**config.mk**
```make
export PLATFORM = sky130hd
export DESIGN_NAME = i2cs_slave
export DESIGN_NICKNAME = d
export VERILOG_FILES = /design/src/i2cs_pkg.sv /design/src/i2cs_slave.sv
export VERILOG_INCLUDE_DIRS = /design/src
export SDC_FILE = /design/constraint.sdc
export NUM_CORES = 1
export LEC_CHECK = 0
export ABC_AREA = 1
export BUFFER_PORTS_ARGS = -buffer_cell sky130_fd_sc_hd__buf_2
export CAP_MARGIN = 20
export CORE_AREA = 3 3 106 108
export DETAILED_ROUTE_END_ITERATION = 16
export DIE_AREA = 0 0 109 111
export PLACE_DENSITY = 0.64
export SYNTH_ARGS = -nofsm -noshare
export SYNTH_HDL_FRONTEND = slang
export SYNTH_SLANG_ARGS = --single-unit
```
**constraint.sdc**
```tcl
create_clock -name clk_sys_in -period 2.95 [get_ports clk_sys_in]
set_input_delay 0.59 -clock clk_sys_in [delete_from_list [all_inputs] [get_ports clk_sys_in]]
set_output_delay 0.59 -clock clk_sys_in [all_outputs]
set_load 0.02 [all_outputs]
```
**src/i2cs_defs.svh**
```systemverilog
// Register offsets, field positions, reset values and fixed codes of the two-wire slave.
// Assumes a word-wide register port with one register per address.
`ifndef I2CS_DEFS_SVH
`define I2CS_DEFS_SVH

// ******************************************************************
// Register offsets
// ******************************************************************
`define I2CS_OFS_CTRL 3'h0
`define I2CS_OFS_STAT 3'h1
`define I2CS_OFS_ADDR 3'h2
`define I2CS_OFS_RXBUF 3'h3
`define I2CS_OFS_TXREG 3'h4

// ******************************************************************
// Control fields
// ******************************************************************
`define I2CS_CTRL_EN 15
`define I2CS_CTRL_REL 12
`define I2CS_CTRL_A10 10
`define I2CS_CTRL_RST 16'h1000

// ******************************************************************
// Status fields
// ******************************************************************
`define I2CS_ST_RBF 0
`define I2CS_ST_TBF 1
`define I2CS_ST_RW 2
`define I2CS_ST_DATA 3
`define I2CS_ST_TEN_BIT_MATCH_FLAG 5
`define I2CS_ST_OV 6
`define I2CS_ST_RO_W 6
`define I2CS_STHI_RST 9'h000

// ******************************************************************
// Address constants
// ******************************************************************
`define I2CS_ADDR_RST 10'h000
`define I2CS_TEN_HDR 5'h1e
`define I2CS_BYTE_LAST 4'h8
`define I2CS_ACK_BIT 4'h9

`endif

```
**src/i2cs_pkg.sv**
```systemverilog
// Types shared by the two-wire slave.
// Assumes nothing of its surroundings.
package i2cs_pkg;

  // ******************************************************************
  // Slave sequencer states
  // ******************************************************************
  typedef enum logic [2:0] {
    I2CS_IDLE = 3'b000,
    I2CS_ADDR1 = 3'b001,
    I2CS_ADDR2 = 3'b010,
    I2CS_RX = 3'b011,
    I2CS_TX = 3'b100
  } i2cs_state_e;

endpackage : i2cs_pkg

```
**src/i2cs_slave.sv**
```systemverilog
// Two-wire serial bus slave with 7/10-bit own address and a small register port.
// Assumes open-drain pads outside, and a synchronous register master on clk_sys_in.
//
// Overview of operation
// - Completed received byte moves to holding buffer with an event pulse.
// - Software writes the transmit register directly, with no second stage.
// - Status low six bits are read-only, upper bits and control are read/write.
// - Own-address register holds ten bits.
// - When enabled, wait for start, shift eight bits, then compare address.
// - Seven-bit mode compares address 6..0 with shift 7..1; bit 0 is direction.
// - Every incoming bit is sampled on the serial clock rising edge.
// - Address match acknowledges and pulses the event at the ninth falling edge.
// - Address match leaves holding buffer and buffer-full flag unchanged.
// - Read direction enters transmit, acknowledges, holds clock until software releases unless data is already loaded.
// - Transmit data changes on serial clock falling edges.
// - Each transmitted byte pulses the event at ninth falling edge, any acknowledge.
// - Write direction receives; free buffer and no overflow load and acknowledge.
// - Buffer still full: no acknowledge, no load, event still pulsed.
// - Overflow set with buffer empty: buffer loads, no acknowledge.
// - Ten-bit mode compares first byte with 11110 and address bits 9..8.
// - First ten-bit byte: write pulses and clears match flag; else clear, idle.
// - Second ten-bit byte matches low eight bits: pulse, set flag; else idle.
// - After repeated start in ten-bit mode a read needs only the first byte to match.
`timescale 1ns/10ps
`include "i2cs_defs.svh"

module i2cs_slave
  import i2cs_pkg::*;
#(
  parameter int BUS_ADDR_W = 3
) (
  // Clock and reset
  input wire logic clk_sys_in,
  input wire logic reset_n_in,
  // Register port
  input wire logic [BUS_ADDR_W-1:0] reg_addr_in,
  input wire logic [15:0] reg_wdata_in,
  input wire logic reg_wr_in,
  input wire logic reg_rd_in,
  output logic [15:0] reg_rdata_out,
  // Serial bus pads
  input wire logic scl_in,
  output logic scl_out,
  output logic scl_oe_n_out,
  input wire logic sda_in,
  output logic sda_out,
  output logic sda_oe_n_out,
  // Slave event pulse
  output logic slave_event_irq_flag_out
);

  // ******************************************************************
  // Elaboration checks
  // ******************************************************************
  if (BUS_ADDR_W < 3) begin : g_bad_width
    $error("BUS_ADDR_W must be at least 3");
  end

  // ******************************************************************
  // Functions
  // ******************************************************************
  // Register select: address equal to a three-bit offset, upper bits zero.
  function automatic logic sel(input logic [BUS_ADDR_W-1:0] a, input logic [2:0] ofs);
    sel = (a == BUS_ADDR_W'(ofs));
  endfunction : sel
  // Transmit bit for the current bit count, most significant first.
  function automatic logic tx_bit(input logic [7:0] d, input logic [3:0] cnt);
    tx_bit = d[3'(3'd7 - cnt[2:0])];
  endfunction : tx_bit

  // ******************************************************************
  // Declarations
  // ******************************************************************
  logic scl_meta_reg, scl_sync_reg, scl_dly_reg;
  logic sda_meta_reg, sda_sync_reg, sda_dly_reg;
  i2cs_state_e state_reg, state_next;
  logic [3:0] bit_cnt_reg, bit_cnt_next;
  logic [7:0] rx_shift_reg, rx_holding_buffer, tx_shift_load_reg;
  logic [9:0] own_slave_address;
  logic [15:0] control_reg, control_next;
  logic [8:0] stat_hi_reg;
  logic rx_buffer_full_flag, tx_full_reg, rx_overflow_flag;
  logic ten_bit_match_flag, dir_reg, data_phase_reg, master_nack_reg;
  logic ack_reg, sda_low_reg, sda_low_next, scl_low_reg, irq_reg;

  // ******************************************************************
  // Pad synchronisers and bus events
  // ******************************************************************
  // Two flops per pad; the third stage only feeds edge detection.
  always_ff @(posedge clk_sys_in or negedge reset_n_in) begin
    if (!reset_n_in) begin
      scl_meta_reg <= 1'b1;
      scl_sync_reg <= 1'b1;
      scl_dly_reg <= 1'b1;
      sda_meta_reg <= 1'b1;
      sda_sync_reg <= 1'b1;
      sda_dly_reg <= 1'b1;
    end else begin
      scl_meta_reg <= scl_in;
      scl_sync_reg <= scl_meta_reg;
      scl_dly_reg <= scl_sync_reg;
      sda_meta_reg <= sda_in;
      sda_sync_reg <= sda_meta_reg;
      sda_dly_reg <= sda_sync_reg;
    end
  end
  // Start and stop are data edges while the clock stays high.
  wire enabled = control_reg[`I2CS_CTRL_EN];
  wire ten_mode = control_reg[`I2CS_CTRL_A10];
  wire scl_rise = scl_sync_reg & ~scl_dly_reg;
  wire scl_fall = ~scl_sync_reg & scl_dly_reg;
  wire bus_start = enabled & scl_sync_reg & scl_dly_reg & sda_dly_reg & ~sda_sync_reg;
  wire bus_stop = enabled & scl_sync_reg & scl_dly_reg & ~sda_dly_reg & sda_sync_reg;
  wire active = enabled & (state_reg != I2CS_IDLE) & ~bus_start & ~bus_stop;
  wire byte_done = active & scl_fall & (bit_cnt_reg == `I2CS_BYTE_LAST);
  wire ack_done = active & scl_fall & (bit_cnt_reg == `I2CS_ACK_BIT);

  // ******************************************************************
  // Address comparison
  // ******************************************************************
  // Seven-bit compare
  wire match7 = ~ten_mode & (rx_shift_reg[7:1] == own_slave_address[6:0]);
  wire match10_hi = ten_mode & (rx_shift_reg[7:3] == `I2CS_TEN_HDR)
                    & (rx_shift_reg[2:1] == own_slave_address[9:8]);
  wire match10_lo = (rx_shift_reg == own_slave_address[7:0]);
  wire rw_bit = rx_shift_reg[0];
  // Read header alone re-addresses a slave already fully matched.
  wire hi_read_ok = match10_hi & rw_bit & ten_bit_match_flag;
  wire addr1_ack = match7 | (match10_hi & ~rw_bit) | hi_read_ok;
  wire enter_tx = (match7 & rw_bit) | hi_read_ok;
  wire rx_load = byte_done & (state_reg == I2CS_RX) & ~rx_buffer_full_flag;
  wire rx_ack = ~rx_buffer_full_flag & ~rx_overflow_flag;
  wire rx_ovf = byte_done & (state_reg == I2CS_RX) & rx_buffer_full_flag;
  // Acknowledge bit that goes out during the ninth clock.
  wire ack_now = (state_reg == I2CS_ADDR1) ? addr1_ack :
                 (state_reg == I2CS_ADDR2) ? match10_lo :
                 (state_reg == I2CS_RX) ? rx_ack : 1'b0;
  // Event pulse at the end of the ninth clock for every byte meant for us.
  wire event_now = ack_done & ((state_reg == I2CS_RX) | (state_reg == I2CS_TX) | ack_reg);
  // Clock held after the ninth clock while nothing is loaded.
  wire hold_evt = ack_done & ~tx_full_reg
                  & (((state_reg == I2CS_ADDR1) & ack_reg & enter_tx)
                     | ((state_reg == I2CS_TX) & ~master_nack_reg));

  // ******************************************************************
  // Register port decode
  // ******************************************************************
  wire wr_ctrl = reg_wr_in & sel(reg_addr_in, `I2CS_OFS_CTRL);
  wire wr_stat = reg_wr_in & sel(reg_addr_in, `I2CS_OFS_STAT);
  wire wr_addr = reg_wr_in & sel(reg_addr_in, `I2CS_OFS_ADDR);
  wire wr_tx = reg_wr_in & sel(reg_addr_in, `I2CS_OFS_TXREG);
  wire rd_rx = reg_rd_in & sel(reg_addr_in, `I2CS_OFS_RXBUF);
  // Low status bits come from hardware only.
  wire [`I2CS_ST_RO_W-1:0] stat_lo = {ten_bit_match_flag, 1'b0, data_phase_reg,
                                      dir_reg, tx_full_reg, rx_buffer_full_flag};
  wire [15:0] status_reg = {stat_hi_reg, rx_overflow_flag, stat_lo};
  wire [15:0] rd_mux = sel(reg_addr_in, `I2CS_OFS_CTRL) ? control_reg :
                       sel(reg_addr_in, `I2CS_OFS_STAT) ? status_reg :
                       sel(reg_addr_in, `I2CS_OFS_ADDR) ? {6'h00, own_slave_address} :
                       sel(reg_addr_in, `I2CS_OFS_RXBUF) ? {8'h00, rx_holding_buffer} :
                       sel(reg_addr_in, `I2CS_OFS_TXREG) ? {8'h00, tx_shift_load_reg} :
                       16'h0000;
  // Software write wins over the hardware clear of the release bit.
  always_comb begin
    control_next = control_reg;
    if (hold_evt) begin
      control_next[`I2CS_CTRL_REL] = 1'b0;
    end
    if (wr_ctrl) begin
      control_next = reg_wdata_in;
    end
  end
  // Read data stand in the cycle after the strobe only.
  always_ff @(posedge clk_sys_in or negedge reset_n_in) begin
    if (!reset_n_in) begin
      reg_rdata_out <= 16'h0000;
    end else begin
      reg_rdata_out <= reg_rd_in ? rd_mux : 16'h0000;
    end
  end
  // Control and writable status bits; ten-bit own address.
  always_ff @(posedge clk_sys_in or negedge reset_n_in) begin
    if (!reset_n_in) begin
      control_reg <= `I2CS_CTRL_RST;
      stat_hi_reg <= `I2CS_STHI_RST;
      own_slave_address <= `I2CS_ADDR_RST;
    end else begin
      control_reg <= control_next;
      if (wr_stat) stat_hi_reg <= reg_wdata_in[15:7];
      if (wr_addr) own_slave_address <= reg_wdata_in[9:0];
    end
  end

  // ******************************************************************
  // Buffers and flags
  // ******************************************************************
  // Software loads the transmit register directly; set wins over clear.
  always_ff @(posedge clk_sys_in or negedge reset_n_in) begin
    if (!reset_n_in) begin
      tx_shift_load_reg <= 8'h00;
      tx_full_reg <= 1'b0;
    end else begin
      if (wr_tx) tx_shift_load_reg <= reg_wdata_in[7:0];
      tx_full_reg <= wr_tx | (tx_full_reg & ~(byte_done & (state_reg == I2CS_TX)));
    end
  end
  // Double-buffered receive; loads even with overflow set.
  // Address bytes never touch buffer or full flag.
  always_ff @(posedge clk_sys_in or negedge reset_n_in) begin
    if (!reset_n_in) begin
      rx_holding_buffer <= 8'h00;
      rx_buffer_full_flag <= 1'b0;
      rx_overflow_flag <= 1'b0;
    end else begin
      if (rx_load) rx_holding_buffer <= rx_shift_reg;
      rx_buffer_full_flag <= rx_load | (rx_buffer_full_flag & ~rd_rx);
      // Overflow noted, byte dropped; set wins over software clear.
      rx_overflow_flag <= rx_ovf | (wr_stat ? reg_wdata_in[`I2CS_ST_OV] : rx_overflow_flag);
    end
  end

  // ******************************************************************
  // Sequencer
  // ******************************************************************
  // Idle until start, then an address byte; stop returns to idle.
  always_comb begin
    state_next = state_reg;
    bit_cnt_next = bit_cnt_reg;
    if (!enabled || bus_stop) begin
      state_next = I2CS_IDLE;
      bit_cnt_next = 4'h0;
    end else if (bus_start) begin
      state_next = I2CS_ADDR1;
      bit_cnt_next = 4'h0;
    end else if (active && scl_rise && bit_cnt_reg != `I2CS_ACK_BIT) begin
      bit_cnt_next = bit_cnt_reg + 4'h1;
    end else if (ack_done) begin
      bit_cnt_next = 4'h0;
      case (state_reg)
        // No acknowledge goes idle; read to transmit, ten-bit write to the low byte, else receive.
        I2CS_ADDR1: begin
          if (!ack_reg) state_next = I2CS_IDLE;
          else if (enter_tx) state_next = I2CS_TX;
          else if (ten_mode) state_next = I2CS_ADDR2;
          else state_next = I2CS_RX;
        end
        // Low byte decides the full ten-bit match.
        I2CS_ADDR2: state_next = ack_reg ? I2CS_RX : I2CS_IDLE;
        I2CS_TX: state_next = master_nack_reg ? I2CS_IDLE : I2CS_TX;
        I2CS_RX: state_next = I2CS_RX;
        default: state_next = I2CS_IDLE;
      endcase
    end
  end
  // Sequencer state and bit counter.
  always_ff @(posedge clk_sys_in or negedge reset_n_in) begin
    if (!reset_n_in) begin
      state_reg <= I2CS_IDLE;
      bit_cnt_reg <= 4'h0;
    end else begin
      state_reg <= state_next;
      bit_cnt_reg <= bit_cnt_next;
    end
  end

  // Bits shift in on the clock rising edge; ninth bit is master acknowledge.
  always_ff @(posedge clk_sys_in or negedge reset_n_in) begin
    if (!reset_n_in) begin
      rx_shift_reg <= 8'h00;
      master_nack_reg <= 1'b0;
    end else if (active && scl_rise) begin
      if (bit_cnt_reg < `I2CS_BYTE_LAST) rx_shift_reg <= {rx_shift_reg[6:0], sda_sync_reg};
      else if (bit_cnt_reg == `I2CS_BYTE_LAST) master_nack_reg <= sda_sync_reg;
    end
  end
  // Match flag, direction and phase status; /ten-bit flag.
  always_ff @(posedge clk_sys_in or negedge reset_n_in) begin
    if (!reset_n_in) begin
      ack_reg <= 1'b0;
      ten_bit_match_flag <= 1'b0;
      dir_reg <= 1'b0;
      data_phase_reg <= 1'b0;
    end else begin
      if (byte_done) ack_reg <= ack_now;
      if (!enabled || bus_stop) begin
        ten_bit_match_flag <= 1'b0;
        data_phase_reg <= 1'b0;
      end else if (byte_done && state_reg == I2CS_ADDR1) begin
        dir_reg <= rw_bit;
        data_phase_reg <= 1'b0;
        if (!hi_read_ok) ten_bit_match_flag <= 1'b0;
      end else if (byte_done && state_reg == I2CS_ADDR2) begin
        ten_bit_match_flag <= match10_lo;
      end else if (byte_done) begin
        data_phase_reg <= 1'b1;
      end
    end
  end

  // ******************************************************************
  // Pad drive
  // ******************************************************************
  // Transmit data change only on falling edges or while the clock is held low.
  always_comb begin
    sda_low_next = sda_low_reg;
    if (!enabled || bus_start || bus_stop) begin
      sda_low_next = 1'b0;
    end else if (active && scl_fall) begin
      if (bit_cnt_reg < `I2CS_BYTE_LAST) begin
        sda_low_next = (state_reg == I2CS_TX) & ~tx_bit(tx_shift_load_reg, bit_cnt_reg);
      end else if (bit_cnt_reg == `I2CS_BYTE_LAST) begin
        // Acknowledge driven through the ninth clock.
        sda_low_next = ack_now;
      end else begin
        sda_low_next = 1'b0;
      end
    end else if (state_reg == I2CS_TX && bit_cnt_reg == 4'h0 && !scl_sync_reg) begin
      sda_low_next = ~tx_shift_load_reg[7];
    end
  end

  // Clock held low in transmit until software sets the release bit.
  always_ff @(posedge clk_sys_in or negedge reset_n_in) begin
    if (!reset_n_in) begin
      sda_low_reg <= 1'b0;
      scl_low_reg <= 1'b0;
      irq_reg <= 1'b0;
    end else begin
      sda_low_reg <= sda_low_next;
      scl_low_reg <= enabled & (state_reg == I2CS_TX) & ~control_reg[`I2CS_CTRL_REL];
      // Event pulse at the end of every ninth clock that concerns us.
      irq_reg <= event_now;
    end
  end
  // Open-drain pads: only ever pull low, enable is active low.
  assign sda_out = 1'b0;
  assign scl_out = 1'b0;
  assign sda_oe_n_out = ~sda_low_reg;
  assign scl_oe_n_out = ~scl_low_reg;
  assign slave_event_irq_flag_out = irq_reg;
endmodule : i2cs_slave

```
# Word level (Yosys, flattened, before mapping)
# Index checks and enable logic that the tools add are counted.
dict set report op_classes {
  n_addsub 2
  bitwise 72
  muxes 41
  n_eq_ne 18
  n_lt_le_gt_ge 2
  n_reduce_logical 27
}
# cell count
set ops {}
lappend ops {{$mux W16} 3}
lappend ops {{$and A1 B1 Y1} 42}
lappend ops {{$mux W3} 7}
lappend ops {{$not A1 Y1} 21}
lappend ops {{$mux W1} 20}
lappend ops {{$mux W4} 4}
lappend ops {{$mux W8} 2}
lappend ops {{$reduce_bool A3 Y1} 5}
lappend ops {{$mux W13} 1}
lappend ops {{$eq A3 B2 Y1 const B} 4}
lappend ops {{$pmux W3 S4} 1}
lappend ops {{$mux W10} 1}
lappend ops {{$reduce_and A2 Y1} 5}
lappend ops {{$ne A3 B3 Y1 const B} 3}
lappend ops {{$or A1 B1 Y1} 9}
lappend ops {{$eq A4 B4 Y1 const B} 2}
lappend ops {{$eq A8 B8 Y1} 1}
lappend ops {{$eq A7 B7 Y1} 1}
lappend ops {{$logic_and A1 B1 Y1} 7}
lappend ops {{$eq A3 B1 Y1 const B} 2}
lappend ops {{$eq A3 B3 Y1 const B} 2}
lappend ops {{$eq A5 B5 Y1 const B} 1}
lappend ops {{$add A4 B1 Y4 const B} 1}
lappend ops {{$logic_not A4 Y1} 1}
lappend ops {{other kinds (13)} 16}
dict set report word_totals {
  ff_bits 99
  input_bits 25
  out_inout_bits 21
  word_cells 189
}

# Depth between registers and ports, before layout
# Gate-level depths: netlist of the first run.
dict set report logic_depth {
  depth_word 13
  ltp_mapped 13
  depth_no_buf 13
}

# Least setup slack after synthesis of the first run
# Ideal clock, no wire load.
dict set report synth_timing {
  kind {register -> register}
  startpoint {reg sda_sync_reg}
  endpoint {reg rx_holding_buffer[6]}
  synth_period_minus_slack_ps 1671
  path_stages_with_launch 11
  slack_ps 1279
  path_buffers 1
  required_ps 2831
  t_arrival_ps 1552
  setup_ps 119
  cell_sequence {dfstp_2 inv_1 nand4_1 nand2_1 nor2_4 nand2_2 nor2_4 nand3b_4 buf_6 nand2_1 o21ai_2}
}
dict set report synth_between {
  elab_chain_len 9
  elab_cells_between_ends 11
  cone_classes {bitwise: 11}
}
# element line_no
set synth_rtl {}
lappend synth_rtl {{from (decl)} i2cs_slave.sv:75} ;# logic sda_meta_reg, sda_sync_reg, sda_dly_reg;
lappend synth_rtl {{from (signal assigned)} i2cs_slave.sv:103} ;# sda_sync_reg <= sda_meta_reg;
lappend synth_rtl {{$not A1 Y1} i2cs_slave.sv:112} ;# wire bus_start = enabled & scl_sync_reg & scl_dly_reg & sda_dly_reg & ~sda_sync_reg;
lappend synth_rtl {{$and A1 B1 Y1} i2cs_slave.sv:112}
lappend synth_rtl {{$not A1 Y1} i2cs_slave.sv:114} ;# wire active = enabled & (state_reg != I2CS_IDLE) & ~bus_start & ~bus_stop;
lappend synth_rtl {{$and A1 B1 Y1} i2cs_slave.sv:114}
lappend synth_rtl {{$and A1 B1 Y1 (*)} i2cs_slave.sv:114}
lappend synth_rtl {{$and A1 B1 Y1 (*) (2 in a row)} i2cs_slave.sv:115} ;# wire byte_done = active & scl_fall & (bit_cnt_reg == `I2CS_BYTE_LAST);
lappend synth_rtl {{$and A1 B1 Y1 (*) (2 in a row)} i2cs_slave.sv:131} ;# wire rx_load = byte_done & (state_reg == I2CS_RX) & ~rx_buffer_full_flag;
lappend synth_rtl {{to (signal assigned)} i2cs_slave.sv:215} ;# if (rx_load) rx_holding_buffer <= rx_shift_reg;
lappend synth_rtl {{to (decl)} i2cs_slave.sv:78} ;# logic [7:0] rx_shift_reg, rx_holding_buffer, tx_shift_load_reg;
# Mark *: on every way between the ends. The rest lies on a longest branch, timed or not.
# A chain may end at the register's enable or synchronous reset.

# Worst setup path after layout of the first run
dict set report layout_timing {
  startpoint {reg sda_sync_reg}
  endpoint {reg rx_holding_buffer[4]}
}
# The elaborated chain is that of the path after synthesis.

==> results of run 1 <==
[synth_stat cells]
cell      count  share of area (%)
nand2_1     182                 15
dfrtp_1      92                 49
inv_1        70                5.6
o21ai_0      69                7.4
nor2_1       29                2.3
a21oi_1      20                2.1
nand3_1      19                2.0
nand4_1      10                1.3
clkbuf_1      9               0.72
o21ai_2       8                1.5
dfstp_2       7                3.9
o221ai_1      7                1.3
a221oi_1      4               0.75
ha_1          3               0.80
nor2_4        3               0.72
nor3_1        3               0.32
xnor2_1       3               0.56
xor2_1        3               0.56
a31oi_1       2               0.27
a41oi_1       2               0.38
buf_4         2               0.32
o211ai_1      2               0.32
a21oi_2       1               0.19
a22oi_1       1               0.16
buf_2         1               0.11
buf_6         1               0.24
clkinv_1      1              0.080
conb_1        1              0.080
inv_2         1              0.080
mux2_2        1               0.24
nand2_2       1               0.13
nand2_4       1               0.24
nand3b_4      1               0.43
nor2_2        1               0.13
nor3_4        1               0.35
o31ai_1       1               0.16
[cell families after synthesis]
logic type | count (synthesis) | share of synthesized area (%)
simple gates | 251 | 22.7
compound gates | 117 | 14.6
buf+inv | 85 | 7.19
xor+xnor | 6 | 1.13
mux | 1 | 0.241
fa+ha+maj | 3 | 0.805
other cells | 1 | 0.0804
flops | 99 | 53.3
[cell type report]
class / count / area share [%]
Clock inverter: 5 / 1.68
Tap cell: 136 / 3.23
Multi-Input combinational cell: 380 / 35.0
Clock buffer: 11 / 2.87
Sequential cell: 99 / 47.1
Inverter: 72 / 5.12
Timing Repair Buffer: 47 / 4.93
[power by group]
part	leakage, uW	switching, uW	internal (uW)	total (uW)
registers	0.00129	135	1490	1630
clock network	0.000122	507	536	1040
logic	0.00132	238	135	373
total	0.00272	879	2170	3050
[per-stage QoR]
step	hold WS (ns)	setup slack, ns	power (uW)	area (sq um)
finish	0.199	1.09	3050	5280
global route	0.226	0.947	3200	5280
CTS	0.207	1.08	3070	5280
detailed placement	0.350	0.795	2020	5030
global placement	0.348	0.931	2010	5030
floorplan	0.294	1.28	1840	4670
[worst reg2reg max path, stage by stage, from the launching register on]
cell and delay, ns:
dfstp_2 0.57, inv_1 0.09, nand4_1 0.15, nand2_1 0.11, nor2_4 0.13, nand2_2 0.08
nor2_4 0.17, nand3b_4 0.25, nand2_1 0.16, o21ai_2 0.06
[layer usage]
metal | global-route usage, % | part of all wire [%] | wire [um] | vias to the layer above
li1 | - | - | - | 1902
met1 | 28.7 | 46 | 5380 | 1850
met2 | 30.8 | 47 | 5490 | 90
met3 | 4.48 | 4.3 | 495 | 16
met4 | 7.74 | 2.1 | 245 | 0
met5 | 0 | 0 | 0 | -
[path summary, 6_finish.rpt]
check | depth (start not counted) | from | end
min | 1 | reset_n_in | reg_rdata_out[5]
min reg2reg | 0 | sda_meta_reg | sda_sync_reg
max in group asynchronous | 2 | reset_n_in | own_slave_address[6]
min in group clk_sys_in | 1 | sda_in | sda_meta_reg
max reg2reg | 9 | sda_sync_reg | rx_holding_buffer[4]
max | 9 | sda_sync_reg | rx_holding_buffer[4]
==> run_results.csv, run 1 <==
group,metric,value,unit
clock_tree,cts_setup_buffers,0,
synthesis,synth.cell_area,4670,sq um
critical_path,critPathArrivalTime,2.15,ns
routing,routed_via_density,5.14,
routing,drt-wirelength-per-cell,15.5,um
layout,regArea,2490,sq um
clock_tree,clock_latency,0.39,ns
clock_tree,root_buffer,"clkbuf_8",
clock_tree,cts.sinks,99,
layout,fillers,1022,
layout,fin_nets,637,
global_route,grt_max_degree,55,
clock_tree,postCtsResizedCells,0,
critical_path,slowest_stage,"dfstp_2",
placement,gp_congestion,0.903,
timing,post-route-min-period,1.86,ns
clock_tree,cts_buffers,9,
synthesis,synth_warnings,0,
placement,port_buffers,43,
layout,fin_cells,750,
floorplanning,initial_core_util,45.2,%
timing,timing.fmax,538,MHz
critical_path,critPathMaxFanout,17,
critical_path,crit_family,"simple AND/OR/NAND/NOR gates",
clock_tree,cts-htree-levels,3,
routing,detail-route-antenna-nets,0,
layout,syn_to_final_growth,13.1,%
layout,layout-drive-gt1-share,14.5,%
timing,tightest_slew,0.849,ns
global_route,antenna_found_initial,0,
synthesis,ys_ff_latch,99,
layout,layout_commonest_cell,"nand2_1",
critical_path,required,3.24,ns
floorplanning,core_area,10300,sq um
global_route,gr-total-overflow,0,
timing,finalSetupViolCount,0,
clock_tree,clk_path_buf_depth,2,
power,p_per_area,577,nW/um^2
power,leakage,0.00272,uW
timing,rsz0062_at_grt,"no",
job,cap_viol_max_count,0,
critical_path,cp_cell_sequence,"inv_1 -> nand4_1 -> nand2_1 -> nor2_4 -> nand2_2 -> nor2_4 -> nand3b_4 -> nand2_1 -> o21ai_2",
critical_path,worst-r2r-setup-slack,1.09,ns
timing,hold_violations,0,
routing,wirelength,11600,um
layout,multi_input_area,1850,sq um
synthesis,seq_area_frac_synth,53.3,%
routing,vias,3858,
layout,final_util,51.1,%
synthesis,syn-instance-count,563,
synthesis,postSynthAreaPerCell,8.29,sq um
layout,antenna_cells,0,
status,status,"finished, final reports clean",
critical_path,cp-end-kind,"flop",
critical_path,max_stage_delay,0.57,ns
timing,tns,0,ns
global_route,grtUsageTotal,20.4,%
min_path,hp-class,"in -> async",
floorplanning,dieHeight,111,um
floorplanning,die_x,109,um
clock_tree,clk_pin_slew,0.11,ns
routing,drt_pass1_iterations,5,
floorplanning,io_pins,46,
power,ir_drop,0.000468,V
critical_path,worst-setup-path-type,"reg -> reg",
clock_tree,cts_tree,"built",
timing,clock-skew-final,0.0173,ns
layout,layout_common_cells,"182 x nand2_1, 92 x dfrtp_1, 70 x inv_1",
global_route,grt_pass1_vias,3753,
timing,relSlewSlack,43.3,%
timing,slew_viol_final,0,
routing,initialDrtViolationCount,260,
routing,drc,0,
placement,dp_hpwl,8500,um
global_route,grt_pass1_wl,19000,um
clock_tree,hold_buffers,0,
critical_path,crit_buf_inv,1,
floorplanning,core.rowCount,37,
critical_path,startpoint_type,"flop",
floorplanning,dieArea,12100,sq um
placement,dp_cells,734,
timing,timing.final.crit_share,63.0,%
synthesis,synthDistinctLibCells,36,
No activity file was read; power rests on OpenSTA's default activity.
==> inputs of run 2 (changes only) <==
Settings changed: PLACE_DENSITY 0.64 to 0.66.
Clock period 2.95 ns to 1.68 ns, I/O delays scaled along.
==> run 2 against run 1 <==
Effect of this change: critical path depth increased by 3; largest cell class unchanged; global-route usage increased by 1.3 points; routed wire length grew 5.2%; fmax increased by 11%; via count increased by 5.8%; cell count grew 4.9%; clock skew fell by 0.0033 ns; flip-flop and latch count unchanged; clock power up 70%; worst setup slack lost 1.1 ns; count of clock-buffer cells in the layout shrank 2.
==> run_results.csv, run 2 (same netlist as run 1, synthesis figures left out) <==
group,metric,value,unit
routing,drc,0,
power,ir_drop,0.000558,V
timing,timing.fmax,598,MHz
job,cap_viol_max_count,0,
layout,antenna_cells,0,
critical_path,cp_cell_sequence,"nand2_2 -> inv_2 -> nand2_2 -> nor3_4 -> buf_4 -> inv_1 -> nand2_2 -> inv_1 -> nand3_1 -> nand2_1 -> nand2_1 -> nand2_1",
min_path,hp-class,"in -> reg",
clock_tree,cts_tree,"built",
layout,layout_common_cells,"176 x nand2_1, 88 x dfrtp_1, 66 x inv_1, 66 x o21ai_0, 42 x buf_2",
power,p_comb_share,14.0,%
power,p_int,3790,uW
global_route,grt_max_degree,32,
placement,port_buffers,43,
routing,wirelength,12200,um
timing,rsz0062_at_grt,"yes",
critical_path,critPathArrivalTime,1.95,ns
global_route,antenna_found_initial,0,
critical_path,cp-end-kind,"flop",
timing,timing.final.crit_share,99.5,%
layout,syn_to_final_growth,21.9,%
timing,finalSetupViolCount,0,
critical_path,max_stage_delay,0.56,ns
critical_path,required,1.95,ns
routing,drt-wirelength-per-cell,15.5,um
power,p_total,5370,uW
floorplanning,dieArea,12100,sq um
power,p_per_area,945,nW/um^2
routing,detail-route-antenna-nets,0,
routing,initialDrtViolationCount,328,
critical_path,slowest_stage,"dfstp_2",
layout,layout_commonest_cell,"nand2_1",
floorplanning,core_area,10300,sq um
global_route,grtUsageTotal,21.7,%
critical_path,critPathMaxFanout,3,
global_route,grt_pass1_wl,20300,um
timing,hold_violations,0,
timing,post-route-min-period,1.67,ns
routing,routed_via_density,5.19,
clock_tree,clk_pin_slew,0.11,ns
floorplanning,initial_core_util,45.2,%
floorplanning,core.rowCount,37,
timing,whs,0.0620,ns
timing,tns,0,ns
critical_path,startpoint_type,"flop",
critical_path,crit_buf_inv,4,
clock_tree,clk_path_buf_depth,2,
power,p_switching,1580,uW
power,sw_frac_of_total,29.5,%
timing,clock-skew-final,0.0141,ns
routing,vias,4082,
clock_tree,root_buffer,"clkbuf_8",
routing,drt_pass1_iterations,6,
clock_tree,cts.sinks,99,
layout,layout-drive-gt1-share,22.9,%
critical_path,crit_family,"simple AND/OR/NAND/NOR gates",
timing,slew_viol_final,0,
placement,gp_congestion,0.888,
placement,dp_hpwl,9100,um
clock_tree,cts_buffers,9,
critical_path,worst-setup-path-type,"reg -> reg",
clock_tree,clock_latency,0.37,ns
layout,fillers,941,
power,clock_power_share,32.9,%
global_route,grt_pass1_vias,4080,
power,p_seq_share,53.1,%
clock_tree,cts-htree-levels,3,
layout,fin_nets,674,
floorplanning,io_pins,46,
power,leakage,0.00295,uW
global_route,gr-total-overflow,0,
floorplanning,dieHeight,111,um
status,status,"finished, final reports clean",
floorplanning,die_x,109,um
==> run 2: final timing paths <==
path / from / end / slack [ns] / cells after the start
setup / recovery: scl_dly_reg / ten_bit_match_flag / 0.008 / 12
hold reg to reg: scl_meta_reg / scl_sync_reg / 0.36 / 0
min in group asynchronous: reset_n_in / bit_cnt_reg[2] / 0.43 / 2
max in group asynchronous: reset_n_in / control_reg[12] / 0.69 / 3
setup reg to reg: scl_dly_reg / ten_bit_match_flag / 0.008 / 12
hold / removal: sda_in / sda_meta_reg / 0.06 / 1
==> run 2: layer usage <==
| metal | up-vias | GRT usage [%] | part of all wire [%] |
|---|---|---|---|
| li1 | 1980 | - | - |
| met1 | 1918 | 29.3 | 43 |
| met2 | 153 | 32.8 | 47 |
| met3 | 31 | 5.36 | 7.3 |
| met4 | 0 | 9.76 | 3.6 |
| met5 | - | 0 | 0 |
==> run 2: final cells by class <==
class / count / area [sq um] / area share (%)
sequential: 99 / 2490 / 43.8
clock buffer: 9 / 124 / 2.18
clock inverter: 7 / 106 / 1.87
tap: 136 / 170 / 2.99
timing repair buffer: 83 / 582 / 10.2
inverter: 72 / 270 / 4.75
multi-input combinational: 381 / 1940 / 34.2
==> run 2: repair_timing <==
action / CTS / global route
setup endpoints to repair: 13 / 32
buffers inserted: 2 / 1
pin swaps: 4 / 11
hold buffers: 1 / 0
resized for setup: 8 / 27
cloned: 1 / 0
hold endpoints to repair: 17 / 0
==> run 2: power by group through the flow <==
| stage | combinational (uW) | clock [uW] | sequential (uW) |
|---|---|---|---|
| floorplan | 411 | 0 | 2820 |
| global placement | 691 | 0 | 2880 |
| detailed placement | 718 | 0 | 2880 |
| CTS | 731 | 1800 | 2840 |
| global route | 854 | 1890 | 2880 |
| finish | 752 | 1770 | 2850 |
==> run 2: per-stage QoR <==
stage                     utilization (%)  area [sq um]  setup slack [ns]  instances
after detailed placement             51.5          5320           -0.0149        767
after global placement               51.5          5320            0.0278        767
final                                55.1          5690           0.00775        787
after global routing                 55.1          5690           -0.0964        787
after floorplan                         -          4670           0.00917        564
after CTS                            54.4          5610           0.00590        787
